===== config.mk =====
export PLATFORM = sky130hd
export DESIGN_NAME = nvram_host
export DESIGN_NICKNAME = d
export VERILOG_FILES = /design/src/nvram_host_pkg.sv /design/src/nvram_host.sv /design/src/startup_timer.sv
export SDC_FILE = /design/constraint.sdc
export NUM_CORES = 1
export LEC_CHECK = 0
export BUFFER_PORTS_ARGS = -buffer_cell sky130_fd_sc_hd__buf_2
export CORE_MARGIN = 3
export CORE_UTILIZATION = 55
export CTS_CLUSTER_DIAMETER = 150
export DETAILED_ROUTE_END_ITERATION = 8
export GPL_TIMING_DRIVEN = 1
export HOLD_SLACK_MARGIN = 0.08
export PLACE_DENSITY = 0.83
export SLEW_MARGIN = 20
export SYNTH_ARGS = -nofsm -noshare
export SYNTH_HDL_FRONTEND = slang
export SYNTH_HIERARCHICAL = 1
export SYNTH_SLANG_ARGS = --single-unit

===== constraint.sdc =====
create_clock -name core_clk -period 2.5 [get_ports core_clk]
set_clock_uncertainty 0.1 [all_clocks]
set_input_delay 0.375 -clock core_clk [delete_from_list [all_inputs] [get_ports core_clk]]
set_output_delay 0.375 -clock core_clk [all_outputs]
set_load 0.05 [all_outputs]

===== src/nvram_host_pkg.sv =====
// Purpose: Constants and carrier types for the async NVRAM host controller
// Assumes: core_clk at 20 MHz; device pins are asynchronous SRAM style
// Notes: Pin levels are active low where the name ends in _n
// How it works
// RL1: Write lands only while select and strobe low
// RL2: Output enable low with strobe keeps device quiet
// RL3: Raised controls stay high at least 2 ns
// RL4: Select falling edges spaced by cycle time
// RL5: Strobe held high through every read
// RL6: Read data valid 35 ns after select
// RL7: Read data valid 15 ns after output enable
// RL8: Lane data valid 15 ns after lane enable
// RL9: Old data held 3 ns after address change
// RL10: Device drives no earlier than 3 ns
// RL11: Lane released within 10 ns of rise
// RL12: Address valid 20 ns before window end
// RL13: Write data driven 10 ns before window end
// RL14: Select low 15 ns in select-ended write
// RL15: Device releases bus 15 ns after strobe
// RL16: Device drives again 3 ns after strobe
// RL17: Device turn-off shorter than turn-on
// RL18: Write intervals measured from valid address
// RL19: Select-ended write keeps outputs quiet
// RL20: Hold select, strobe high for 2 ms
// RL21: Both lane enables move together
// RL22: Device decodes lanes; unselected lanes untouched
// RL23: Cycles at least 35 ns; address held 12 ns
package nvram_host_pkg;
  localparam int CLK_PERIOD_NS = 50;
  localparam int ADDR_W = 20;
  localparam int DATA_W = 16;
  // Figures in ns (startup in ms)
  localparam int T_CYCLE_NS = 35;
  localparam int T_WRITE_PULSE_NS = 15;
  localparam int T_ADDR_TO_END_NS = 20;
  localparam int T_DATA_TO_END_NS = 10;
  localparam int T_RECOVERY_NS = 12;
  localparam int T_HIGH_MIN_NS = 2;
  localparam int T_READ_ACCESS_NS = 35;
  localparam int T_STARTUP_MS = 2;
  // Least times round up, at least one cycle
  function automatic int cyc_up(input int ns);
    int c;
    c = (ns + CLK_PERIOD_NS - 1) / CLK_PERIOD_NS;
    return (c < 1) ? 1 : c;
  endfunction : cyc_up
  localparam int CYC_PULSE = cyc_up(T_WRITE_PULSE_NS);
  localparam int CYC_READ = cyc_up(T_READ_ACCESS_NS);
  localparam int CYC_SETUP = cyc_up(T_ADDR_TO_END_NS);
  localparam int CYC_RECOVER = cyc_up(T_RECOVERY_NS);
  localparam int CYC_HIGH = cyc_up(T_HIGH_MIN_NS);
  localparam int CYC_STARTUP = (T_STARTUP_MS * 1000000 + CLK_PERIOD_NS - 1) / CLK_PERIOD_NS;
  localparam int CNT_W = 8;
  localparam logic [CNT_W-1:0] CNT_ZERO = 8'h00;
  localparam logic [DATA_W-1:0] DATA_ZERO = 16'h0000;
  localparam logic [ADDR_W-1:0] ADDR_ZERO = 20'h0_0000;

  typedef struct packed {
    logic write;
    logic [1:0] lanes_n;
    logic [ADDR_W-1:0] addr;
    logic [DATA_W-1:0] wdata;
  } req_t;

  typedef struct packed {
    logic [ADDR_W-1:0] addr;
    logic chip_select_n;
    logic wr_strobe_n;
    logic out_drive_n;
    logic high_lane_n;
    logic low_lane_n;
    logic [DATA_W-1:0] dq_out;
    logic dq_oe_n;
  } pins_t;
endpackage : nvram_host_pkg


===== src/nvram_host.sv =====
// Purpose: Host controller driving an async 1M x 16 NVRAM through its pins
// Assumes: Device holds RL22 decode; 50 ns clock makes every ns figure one cycle
// Notes: One access at a time; request taken on req_valid and req_ready
`timescale 1ns/1ps
module nvram_host
  import nvram_host_pkg::*;
#(
  parameter int STARTUP_CYCLES = CYC_STARTUP
) (
  input wire logic core_clk,
  input wire logic rst_n,
  input wire logic req_valid,
  output logic req_ready,
  input wire nvram_host_pkg::req_t req,
  output logic rd_valid,
  output logic [nvram_host_pkg::DATA_W-1:0] rd_data,
  output logic [nvram_host_pkg::ADDR_W-1:0] mem_addr,
  output logic chip_select_n,
  output logic wr_strobe_n,
  output logic out_drive_n,
  output logic high_lane_n,
  output logic low_lane_n,
  output logic [nvram_host_pkg::DATA_W-1:0] dq_out,
  output logic dq_oe_n,
  input wire logic [nvram_host_pkg::DATA_W-1:0] dq_in
);
  import nvram_host_pkg::*;

  typedef enum logic [2:0] {
    S_IDLE = 3'b000,
    S_SETUP = 3'b001,
    S_ACTIVE = 3'b011,
    S_RECOVER = 3'b010,
    S_GAP = 3'b110
  } state_t;

  typedef struct packed {
    state_t st;
    logic [CNT_W-1:0] cnt;
    logic write;
    pins_t pins;
    logic rd_valid;
    logic [DATA_W-1:0] rd_data;
    logic [DATA_W-1:0] s1;
    logic [DATA_W-1:0] s2;
    logic [DATA_W-1:0] s3;
    logic [DATA_W-1:0] settled;
  } core_t;

  localparam pins_t PINS_IDLE = '{addr: ADDR_ZERO, chip_select_n: 1'b1, wr_strobe_n: 1'b1,
    out_drive_n: 1'b1, high_lane_n: 1'b1, low_lane_n: 1'b1, dq_out: DATA_ZERO, dq_oe_n: 1'b1};

  core_t r;
  core_t next_r;
  logic started;

  startup_timer #(
    .COUNT(STARTUP_CYCLES)
  ) u_startup (
    .core_clk(core_clk),
    .rst_n(rst_n),
    .done(started)
  );

  // Accept only once started and idle; select and strobe stay high until then
  assign req_ready = started && (r.st == S_IDLE); // [RL20]

  always_comb begin
    next_r = r;
    next_r.rd_valid = 1'b0;
    // Read data crosses from the pins through three stages
    next_r.s1 = dq_in;
    next_r.s2 = r.s1;
    next_r.s3 = r.s2;
    // A bit counts once the last two stages agree; a moving bit keeps its old value
    next_r.settled = (r.s3 & ~(r.s2 ^ r.s3)) | (r.settled & (r.s2 ^ r.s3));
    unique case (r.st)
      S_IDLE: begin
        if (req_valid && req_ready) begin
          // Address and lanes set a cycle before the window opens
          next_r.pins.addr = req.addr; // [RL12] [RL18]
          next_r.write = req.write;
          next_r.pins.high_lane_n = req.lanes_n[1]; // [RL21]
          next_r.pins.low_lane_n = req.lanes_n[0]; // [RL21]
          next_r.pins.dq_out = req.wdata;
          next_r.pins.dq_oe_n = !req.write; // [RL13]
          next_r.cnt = 8'(CYC_SETUP - 1);
          next_r.st = S_SETUP;
        end
      end
      S_SETUP: begin
        if (r.cnt == CNT_ZERO) begin
          next_r.pins.chip_select_n = 1'b0; // [RL1]
          // Strobe high through reads; output enable never with a write
          next_r.pins.wr_strobe_n = !r.write; // [RL5]
          next_r.pins.out_drive_n = r.write; // [RL2]
          next_r.cnt = r.write ? 8'(CYC_PULSE - 1) : 8'(CYC_READ + 2);
          next_r.st = S_ACTIVE;
        end else begin
          next_r.cnt = r.cnt - 8'h01;
        end
      end
      S_ACTIVE: begin
        if (r.cnt == CNT_ZERO) begin
          // Strobe and select rise together ending the window
          next_r.pins.chip_select_n = 1'b1; // [RL14]
          next_r.pins.wr_strobe_n = 1'b1; // [RL1]
          next_r.pins.out_drive_n = 1'b1;
          if (!r.write) begin
            // Sampled after access time plus the three-stage delay
            next_r.rd_data = next_r.settled; // [RL6]
            next_r.rd_valid = 1'b1;
          end
          next_r.cnt = 8'(CYC_RECOVER - 1);
          next_r.st = S_RECOVER;
        end else begin
          next_r.cnt = r.cnt - 8'h01;
        end
      end
      S_RECOVER: begin
        // Address and data held after the window closes
        if (r.cnt == CNT_ZERO) begin // [RL23]
          next_r.pins.dq_oe_n = 1'b1;
          next_r.pins.high_lane_n = 1'b1;
          next_r.pins.low_lane_n = 1'b1;
          next_r.cnt = 8'(CYC_HIGH - 1);
          next_r.st = S_GAP;
        end else begin
          next_r.cnt = r.cnt - 8'h01;
        end
      end
      S_GAP: begin
        // Controls held high before the next fall; spaces select edges
        if (r.cnt == CNT_ZERO) begin // [RL3] [RL4]
          next_r.st = S_IDLE;
        end else begin
          next_r.cnt = r.cnt - 8'h01;
        end
      end
      default: begin
        next_r.st = S_IDLE;
        next_r.pins = PINS_IDLE;
      end
    endcase
  end

  always_ff @(posedge core_clk or negedge rst_n) begin
    if (!rst_n) begin
      r <= '{st: S_IDLE, cnt: CNT_ZERO, write: 1'b0, pins: PINS_IDLE, rd_valid: 1'b0,
        rd_data: DATA_ZERO, s1: DATA_ZERO, s2: DATA_ZERO, s3: DATA_ZERO,
        settled: DATA_ZERO};
    end else begin
      r <= next_r;
    end
  end

  assign rd_valid = r.rd_valid;
  assign rd_data = r.rd_data;
  assign mem_addr = r.pins.addr;
  assign chip_select_n = r.pins.chip_select_n;
  assign wr_strobe_n = r.pins.wr_strobe_n;
  assign out_drive_n = r.pins.out_drive_n;
  assign high_lane_n = r.pins.high_lane_n;
  assign low_lane_n = r.pins.low_lane_n;
  assign dq_out = r.pins.dq_out;
  assign dq_oe_n = r.pins.dq_oe_n;
endmodule : nvram_host


===== src/startup_timer.sv =====
// Purpose: Counts the power-up wait before the first access
// Assumes: Single clock domain
// Notes: Length is a parameter so simulation can shorten it
`timescale 1ns/1ps
module startup_timer
  import nvram_host_pkg::*;
#(
  parameter int COUNT = CYC_STARTUP
) (
  input wire logic core_clk,
  input wire logic rst_n,
  output logic done
);
  import nvram_host_pkg::*;

  typedef struct packed {
    logic [31:0] cnt;
    logic done;
  } timer_t;

  timer_t r;
  timer_t next_r;

  always_comb begin
    next_r = r;
    if (!r.done) begin
      next_r.cnt = r.cnt + 32'h0000_0001;
      // Select and strobe stay high until this runs out
      next_r.done = (r.cnt >= 32'(COUNT - 1)); // [RL20]
    end
  end

  always_ff @(posedge core_clk or negedge rst_n) begin
    if (!rst_n) begin
      r <= '{cnt: 32'h0000_0000, done: 1'b0};
    end else begin
      r <= next_r;
    end
  end

  assign done = r.done;
endmodule : startup_timer

* Word level (Yosys, flattened, before mapping)
Cells that the tools add are included. Widths: inputs -> output; s select.
Storage, ports and cells: register bits 168, bits of input ports 58, word-level logic and storage cells 84
Operators by class: add/sub/neg operators 2, magnitude comparators 1, equality and inequality tests 10, muxes and demuxes 25, bitwise gates (word level) 9, reduce and logical (&&, ||, !) cells 18
Operators by type and width (number):
- $mux 17 | 3
- $pmux 20 s2 | 1
- $add 32x1->32 const B | 1
- $and 16x16->16 | 2
- $ge 32x16->1 const B | 1
- $mux 32 | 1
- $pmux 16 s2 | 1
- $pmux 8 s4 | 1
- $mux 8 | 3
- $mux 19 | 1
- $mux 3 | 6
- $not 16->16 | 1
- $or 16x16->16 | 1
- $xor 16x16->16 | 1
- $pmux 3 s5 | 1
- $reduce_and 3->1 | 4
- $ne 2x2->1 const B | 5
- $pmux 3 s3 | 1
- $logic_not 8->1 | 1
- $sub 8x1->8 const B | 1
- $eq 3x2->1 const B | 2
- $pmux 2 s3 | 1
- $reduce_or 3->1 | 2
- $reduce_and 5->1 | 1
- 14 further kinds | 22

* Longest topological paths before layout
Gate-level depths: netlist (run 1).
depth after elaboration 7, depth in mapped cells 7

* Cells and area by module
The synthesis (run 1) kept the hierarchy.
Modules (own cells, without submodules):
- nvram_host | instances 1, cells each 349, area each 5062.4 um2, sequential area each 3385.7 um2
- startup_timer | instances 1, cells each 138, area each 1577.8 um2, sequential area each 825.8 um2

* Worst setup path after synthesis (run 1)
Ideal clock, no wire load.
kind register -> register, start point reg u_startup.r (netlist bit u_startup/done), end point reg r (netlist bit mem_addr[10]), setup time 0.066 ns, data arrival time 3.042 ns, data required time 2.334 ns, path slack -0.708 ns, cell stages (with the launch flop) 6, buffers on the path 2, clock period less this slack 3.208 ns, path through dfrtp_1 nor4b_1 and2_1 buf_2 buf_2 a22o_1
On the way: longest elaborated chain between the ends 4
Ends and longest elaborated chain:
- start, declared | line startup_timer.sv:21 | timer_t r;
- start signal, assigned | line startup_timer.sv:35 | r <= '{cnt: 32'h0000_0000, done: 1'b0};
- start signal, assigned | line startup_timer.sv:37 | r <= next_r;
- $logic_and 1x1->1 | line nvram_host.sv:66 | assign req_ready = started && (r.st == S_IDLE);
- via req_ready | line nvram_host.sv:13 | output logic req_ready,
- $logic_and 1x1->1 | line nvram_host.sv:79 | if (req_valid && req_ready) begin
- $ne 2x1->1 (no source line)
- $reduce_and 2->1 (no source line)
- end signal, assigned | line nvram_host.sv:149 | r <= '{st: S_IDLE, cnt: CNT_ZERO, write: 1'b0, pins: PINS_IDLE, rd_valid: 1'b0,
- end signal, assigned | line nvram_host.sv:153 | r <= next_r;
- end, declared | line nvram_host.sv:53 | core_t r;
The timed path passes the listed nets, and every way through them passes these cells. A chain may end at the register's enable or synchronous reset.

* Worst setup path in the final report (run 1)
start point reg r[124] (netlist name), end point reg r (netlist bit rd_data[10])
On the way: longest elaborated chain between the ends 2
Ends and longest elaborated chain:
- $logic_not 8->1 | line nvram_host.sv:104 | if (r.cnt == CNT_ZERO) begin
- $reduce_and 3->1 (no source line)
Every way passes these cells.

==> results of run 1 <==
==> worst max-delay path: cells and delay by family (launching register included) <==
family	cells	cell delay, ns
fa+ha+maj	1	0.21
buf+inv	2	0.34
flops	1	0.39
mux	1	0.32
simple gates	3	0.83
==> routing by layer <==
layer  track usage (%)  up-vias  routed length, µm
met5                 0        -                  0
met4              6.19        0                142
met3              7.42       15                765
met2              33.8      143               6590
met1              28.2     2146               5900
li1                  -     1956                  -
==> sequential cells by signal (all words and copies together), names as in the netlist, 16 cells and up <==
| register | count |
|---|---|
| dq_out | 16 |
| rd_data | 16 |
| mem_addr | 20 |
| u_startup/r | 32 |
| next_r | 32 |
| r | 44 |
==> what timing repair did <==
action / CTS / global route
resized for setup: 0 / 0
hold buffers: 51 / 0
hold endpoints to repair: 102 / 0
==> stage by stage <==
stage	cells	hold WS, ns	cell area, µm²	power (mW)
floorplan	487	-0.0206	6650	2.88
global placement	690	0.233	7060	2.99
detailed placement	690	0.235	7060	3.00
CTS	773	0.0820	8140	5.54
global route	773	0.0804	8140	5.69
finish	773	0.0984	8140	5.49
==> cell type report <==
class	instances	area share [%]
clock buffer	18	5.27
clock inverter	14	1.66
inverter	4	0.185
multi-input combinational	250	24.2
sequential	168	51.8
tap	143	2.20
timing repair buffer	176	14.7
==> power by group through the flow <==
stage | Combinational, mW | Sequential [mW] | Clock (mW)
2_1_floorplan | 0.0277 | 2.85 | 0
3_3_place_gp | 0.135 | 2.85 | 0
3_5_place_dp | 0.141 | 2.86 | 0
4_1_cts | 0.203 | 2.81 | 2.53
5_1_grt | 0.230 | 2.81 | 2.65
6_report | 0.206 | 2.81 | 2.48
==> layout by cell type (no fill, tap or decap), drive strengths merged, types with 3 or more instances in the layout <==
cell type      n
buf          125
and2           3
mux2          17
a21oi          5
and3           6
nand3         11
inv           12
o21ai          7
xor2           6
nor2b          4
clkinvlp       4
dfstp          6
a22o          38
nand2         21
nor3           8
a2bb2oi        3
clkbuf        18
maj3          16
dfrtp        162
nor2          18
a31oi          3
dlygate4sd3   51
nor4           7
nand2b         3
nand3b         3
nand4         16
o22a           5
xnor2         26
==> how the worst min path moves through the flow <==
stage,end,cells past startpoint,slack (ns)
floorplan,dq_out[0],0,-0.02
global placement,next_r[28],0,0.23
detailed placement,next_r[17],0,0.23
CTS,mem_addr[15],2,0.08
global route,high_lane_n,2,0.08
finish,mem_addr[15],2,0.1
==> kinds of logic (layout without fill, tap and decap cells) <==
logic type / count (synthesis) / in the layout
compound gates: 74 / 74
flops: 168 / 168
simple gates: 109 / 109
fa+ha+maj: 18 / 18
buf+inv: 69 / 212
mux: 17 / 17
xor+xnor: 32 / 32
==> flow_summary.yaml, run 1 <==
drt:
  drc: 0
  vias: 4260
  wl_per_cell_um: 17.3
  drt-total-wl_um: 13400
  antenna_left: 0
  first_pass_iters: 4
  drt_iter0_drc: 368
  vias_per_cell: 5.51
grt:
  groute.usage.overall_pct: 21.3
  grt_pass1_vias: 4501
  grt_overflow: 0
  grt_start_max_net_pins: 58
  grt_pass1_wl_um: 22200
  grt_antenna_before_repair: 0
timing:
  period_minus_slack_ns: 2.31
  period_share_pct: 92.6
  setup_ws_ns: 0.185
  hold_violations: 0
  drv_slew: 0
  fmax_ghz: 0.432
  slew_headroom_pct: 57.4
  finalSetupViolations: 0
  setup_tns_ns: 0
  rsz0062_at_grt: "false"
  worst-slew-pin-transition_ns: 0.640
floorplanning:
  die_area_mm2: 0.0134
  start_util_pct: 57.2
  die_h_um: 116
  rows: 39
  core_mm2: 0.0116
  die_w_um: 116
  boundaryPins: 118
setup_path:
  r2r_setup_slack_ns: 0.19
  path_cells: "inv_1 > ha_1 > or3b_2 > nor2_8 > nand4_4 > buf_4 > mux2_4"
  critical_path_class: "flip-flop to flip-flop"
  cp_slowest_cell: "or3b_2"
  critical_path.startpoint: "r[124]"
  ff2ff_path_depth: 7
  worstPathArrival_ns: 2.52
  endpoint_kind: "flip-flop"
  rr_endpoint: "rd_data[10]"
  critPathMaxStageDelay_ns: 0.55
  endpoint: "rd_data[10]"
  crit_required_ns: 2.70
  worstPathMaxFanout: 17
  start_kind: "flip-flop"
  r2r-start: "r[124]"
cells_and_area:
  antenna_cells: 0
  fin_util_pct: 70.1
  area_growth_pct: 22.6
  nets: 677
  fillers: 742
  drive_gt1_share_pct: 30.2
  multi_input_comb_area_mm2: 0.00197
  regArea_mm2: 0.00421
synth:
  synth_compound_area_share_pct: 8.82
  yosysUniqueCellTypes: 52
  synthTopCellsByCount: "162 x dfrtp_1, 52 x buf_4, 38 x a22o_1"
  yosysSeqAreaShare_pct: 63.4
  synth-xor-area-share_pct: 4.22
  synth_top_area_share_pct: 61.1
  synthAdderAreaFrac_pct: 2.79
  synthTopCellsByArea: "dfrtp_1 61%, buf_4 5.9%, a22o_1 5.0%"
  netlist.top_cell.by_area: "dfrtp_1"
  synth_edf_count: 0
  ys_seq_elements: 168
  synth_fp_nets: 547
  synth-main-ff-cell: "dfrtp_1"
  syn_area_per_cell_um2: 13.6
  synthesis.area_mm2: 0.00664
  yosysMostFrequentCell: "dfrtp_1"
  synth_top_family_by_area: "simple AND/OR/NAND/NOR gates"
  synth_warnings: 6
  postSynth.asyncResetShare_pct: 100
  synth_mux_area_share_pct: 3.39
  synth_simple_gate_area_share_pct: 10.3
  syn_inst: 487
placed_design:
  port-buffer-count: 117
  dp_worst_setup_slack_ns: 0.208
  hpwl_um: 7990
  gp_congestion: 0.836
clocking:
  cts.clk_slew.worst_paths_ns: 0.07
  cts_setup_buffers: 0
  cts_buffers: 17
  root_buffer: "clkbuf_16"
  clock_latency_ns: 0.42
  cts_buffer_depth: 2
  ctsHtreeMaxLevel: 4
  cts_sinks: 168
  cts_tree: "done"
power_and_ir_drop:
  ir_drop_mv: 0.548
  clockPowerShare_pct: 45.1
  leakagePower_nw: 4.01
  p_int_mw: 4.21
  powerDensity_mw_per_mm2: 675
  pwr-share-comb_pct: 3.8
  switching_power_mw: 1.28
  p_seq_share_pct: 51.1
  switching_share_pct: 23.3
min_path:
  hold_class: "input pin to flip-flop"
  hold_path_startpoint: "req[31]"
run:
  cap_viol_max_count: 0
status:
  run_status: "finished, final reports clean"
Note: power is estimated with default switching activity, not from simulation.
==> run 2: changes to the inputs <==
--- a/config.mk
+++ b/config.mk
@@ -13,6 +13,7 @@
 export GPL_TIMING_DRIVEN = 1
 export HOLD_SLACK_MARGIN = 0.08
 export PLACE_DENSITY = 0.83
+export REMOVE_ABC_BUFFERS = 1
 export SLEW_MARGIN = 20
 export SYNTH_ARGS = -nofsm -noshare
 export SYNTH_HDL_FRONTEND = slang
==> constraint.sdc (replaced) <==
create_clock -name core_clk -period 2.2 [get_ports core_clk]
set_clock_uncertainty 0.1 [all_clocks]
set_input_delay 0.33 -clock core_clk [delete_from_list [all_inputs] [get_ports core_clk]]
set_output_delay 0.33 -clock core_clk [all_outputs]
set_load 0.05 [all_outputs]
==> flow_summary.yaml, run 2 (synthesis gave the netlist of run 1 again) <==
power_and_ir_drop:
  switching_power_mw: 1.33
  ir_drop_mv: 0.622
  switching_share_pct: 20.9
  power_mw: 6.35
  leakagePower_nw: 4.09
  p_int_mw: 5.02
  pwr-share-comb_pct: 3.8
  p_seq_share_pct: 50.3
  powerDensity_mw_per_mm2: 768
  clockPowerShare_pct: 45.9
drt:
  drt_iter0_drc: 361
  wl_per_cell_um: 18.4
  first_pass_iters: 5
  antenna_left: 0
  drc: 0
  vias_per_cell: 5.64
  vias: 4424
  drt-total-wl_um: 14500
clocking:
  cts_sinks: 168
  clock_latency_ns: 0.43
  ctsHtreeMaxLevel: 4
  root_buffer: "clkbuf_16"
  cts_setup_buffers: 0
  cts_tree: "done"
  cts.clk_slew.worst_paths_ns: 0.06
  cts_buffers: 17
  cts_buffer_depth: 2
cells_and_area:
  drive_gt1_share_pct: 30.7
  final_cell_mix: "162 x dfrtp_1, 116 x buf_2, 56 x dlygate4sd3_1"
  largest-register: "r"
  largest_reg_flops: 44
  layout_commonest_cell: "dfrtp_1"
  fillers: 725
  instances_no_fill: 785
  nets: 690
  antenna_cells: 0
  area_growth_pct: 24.5
placed_design:
  gp_congestion: 0.793
  placed_cells: 698
  port-buffer-count: 117
  hpwl_um: 8520
  dp_worst_setup_slack_ns: 0.0175
timing:
  slew_headroom_pct: 52.5
  setup_ws_ns: 0.105
  setup_tns_ns: 0
  period_minus_slack_ns: 2.10
  rsz0062_at_grt: "false"
  finalSetupViolations: 0
  drv_slew: 0
  fin_hold_ws_ns: 0.209
  period_share_pct: 95.2
  worst-slew-pin-transition_ns: 0.708
  fmax_ghz: 0.477
  hold_violations: 0
grt:
  grt_pass1_vias: 4668
  grt_pass1_wl_um: 23300
  groute.usage.overall_pct: 22.5
  grt_antenna_before_repair: 0
  grt_start_max_net_pins: 65
  grt_overflow: 0
floorplanning:
  rows: 39
  die_area_mm2: 0.0134
  start_util_pct: 57.2
  die_h_um: 116
  core_mm2: 0.0116
  boundaryPins: 118
  die_w_um: 116
setup_path:
  critical_path_class: "flip-flop to flip-flop"
  ff2ff_path_depth: 7
  worstPathArrival_ns: 2.30
  start_kind: "flip-flop"
  crit_required_ns: 2.40
  endpoint_kind: "flip-flop"
  worstPathMaxFanout: 17
min_path:
  hold_class: "input pin to flip-flop"
  whs_path_depth: 4
status:
  run_status: "finished, final reports clean"
run:
  cap_viol_max_count: 0
run 2: changes by cell type in the layout (fill, tap and decap cells not counted), sizes merged:
cell / before / now
clkbuf: 18 / 20
buf: 125 / 133
inv: 12 / 5
clkinvlp: 4 / 3
clkinv: 2 / 5
dlygate4sd3: 51 / 56
bufinv: 0 / 2
run 2: repair_timing:
action	CTS	global route
hold buffers	56	0
hold endpoints to repair	109	0
resized for setup	2	0
endpoints found under the setup margin	4	0
run 2: final timing paths:
kind	start	end	slack [ns]
setup reg to reg	r[124]	rd_data[6]	0.10
hold / removal	req_valid	r[123]	0.21
min in group asynchronous	rst_n	next_r[29]	0.34
setup / recovery	r[124]	rd_data[6]	0.10
hold reg to reg	next_r[33]	next_r[17]	0.25
max in group asynchronous	rst_n	rd_data[8]	0.90
run 2: per-stage QoR:
stage / cell area [µm²] / util, %
floorplan: 6180 / -
global placement: 7120 / 61.3
detailed placement: 7120 / 61.3
CTS: 8270 / 71.2
global route: 8270 / 71.2
finish: 8270 / 71.2
run 2: power groups by stage:
| stage | combinational, mW | clock [mW] | sequential [mW] |
|---|---|---|---|
| final | 0.240 | 2.91 | 3.19 |
| after global routing | 0.267 | 3.08 | 3.20 |
| after CTS | 0.238 | 2.94 | 3.19 |
| after detailed placement | 0.160 | 0 | 3.25 |
| after global placement | 0.154 | 0 | 3.24 |
| after floorplan | 0.0315 | 0 | 3.24 |
run 2: routing by layer:
layer | vias up | wire length (µm) | GRT usage, % | share of wire, %
met4 | 0 | 218 | 6.65 | 1.5
met2 | 184 | 7650 | 39.4 | 53
met1 | 2243 | 5760 | 27.4 | 40
met5 | - | 0 | 0 | 0
li1 | 1975 | - | - | -
met3 | 22 | 850 | 6.11 | 5.9
run 2: area by class of cell:
class	instances	area [µm²]	area share (%)
clock buffer	20	457	5.52
timing repair buffer	189	1310	15.8
clock inverter	11	124	1.50
tap	143	179	2.16
inverter	4	15.0	0.182
multi-input combinational	250	1970	23.8
sequential	168	4210	50.9
run 2: critical path: stages (launching register included):
cell and delay (ns):
dfrtp_1 0.40, inv_1 0.08, ha_1 0.23, or3b_4 0.45, nor2_8 0.11, nand4_4 0.11
buf_12 0.18, mux2_4 0.31
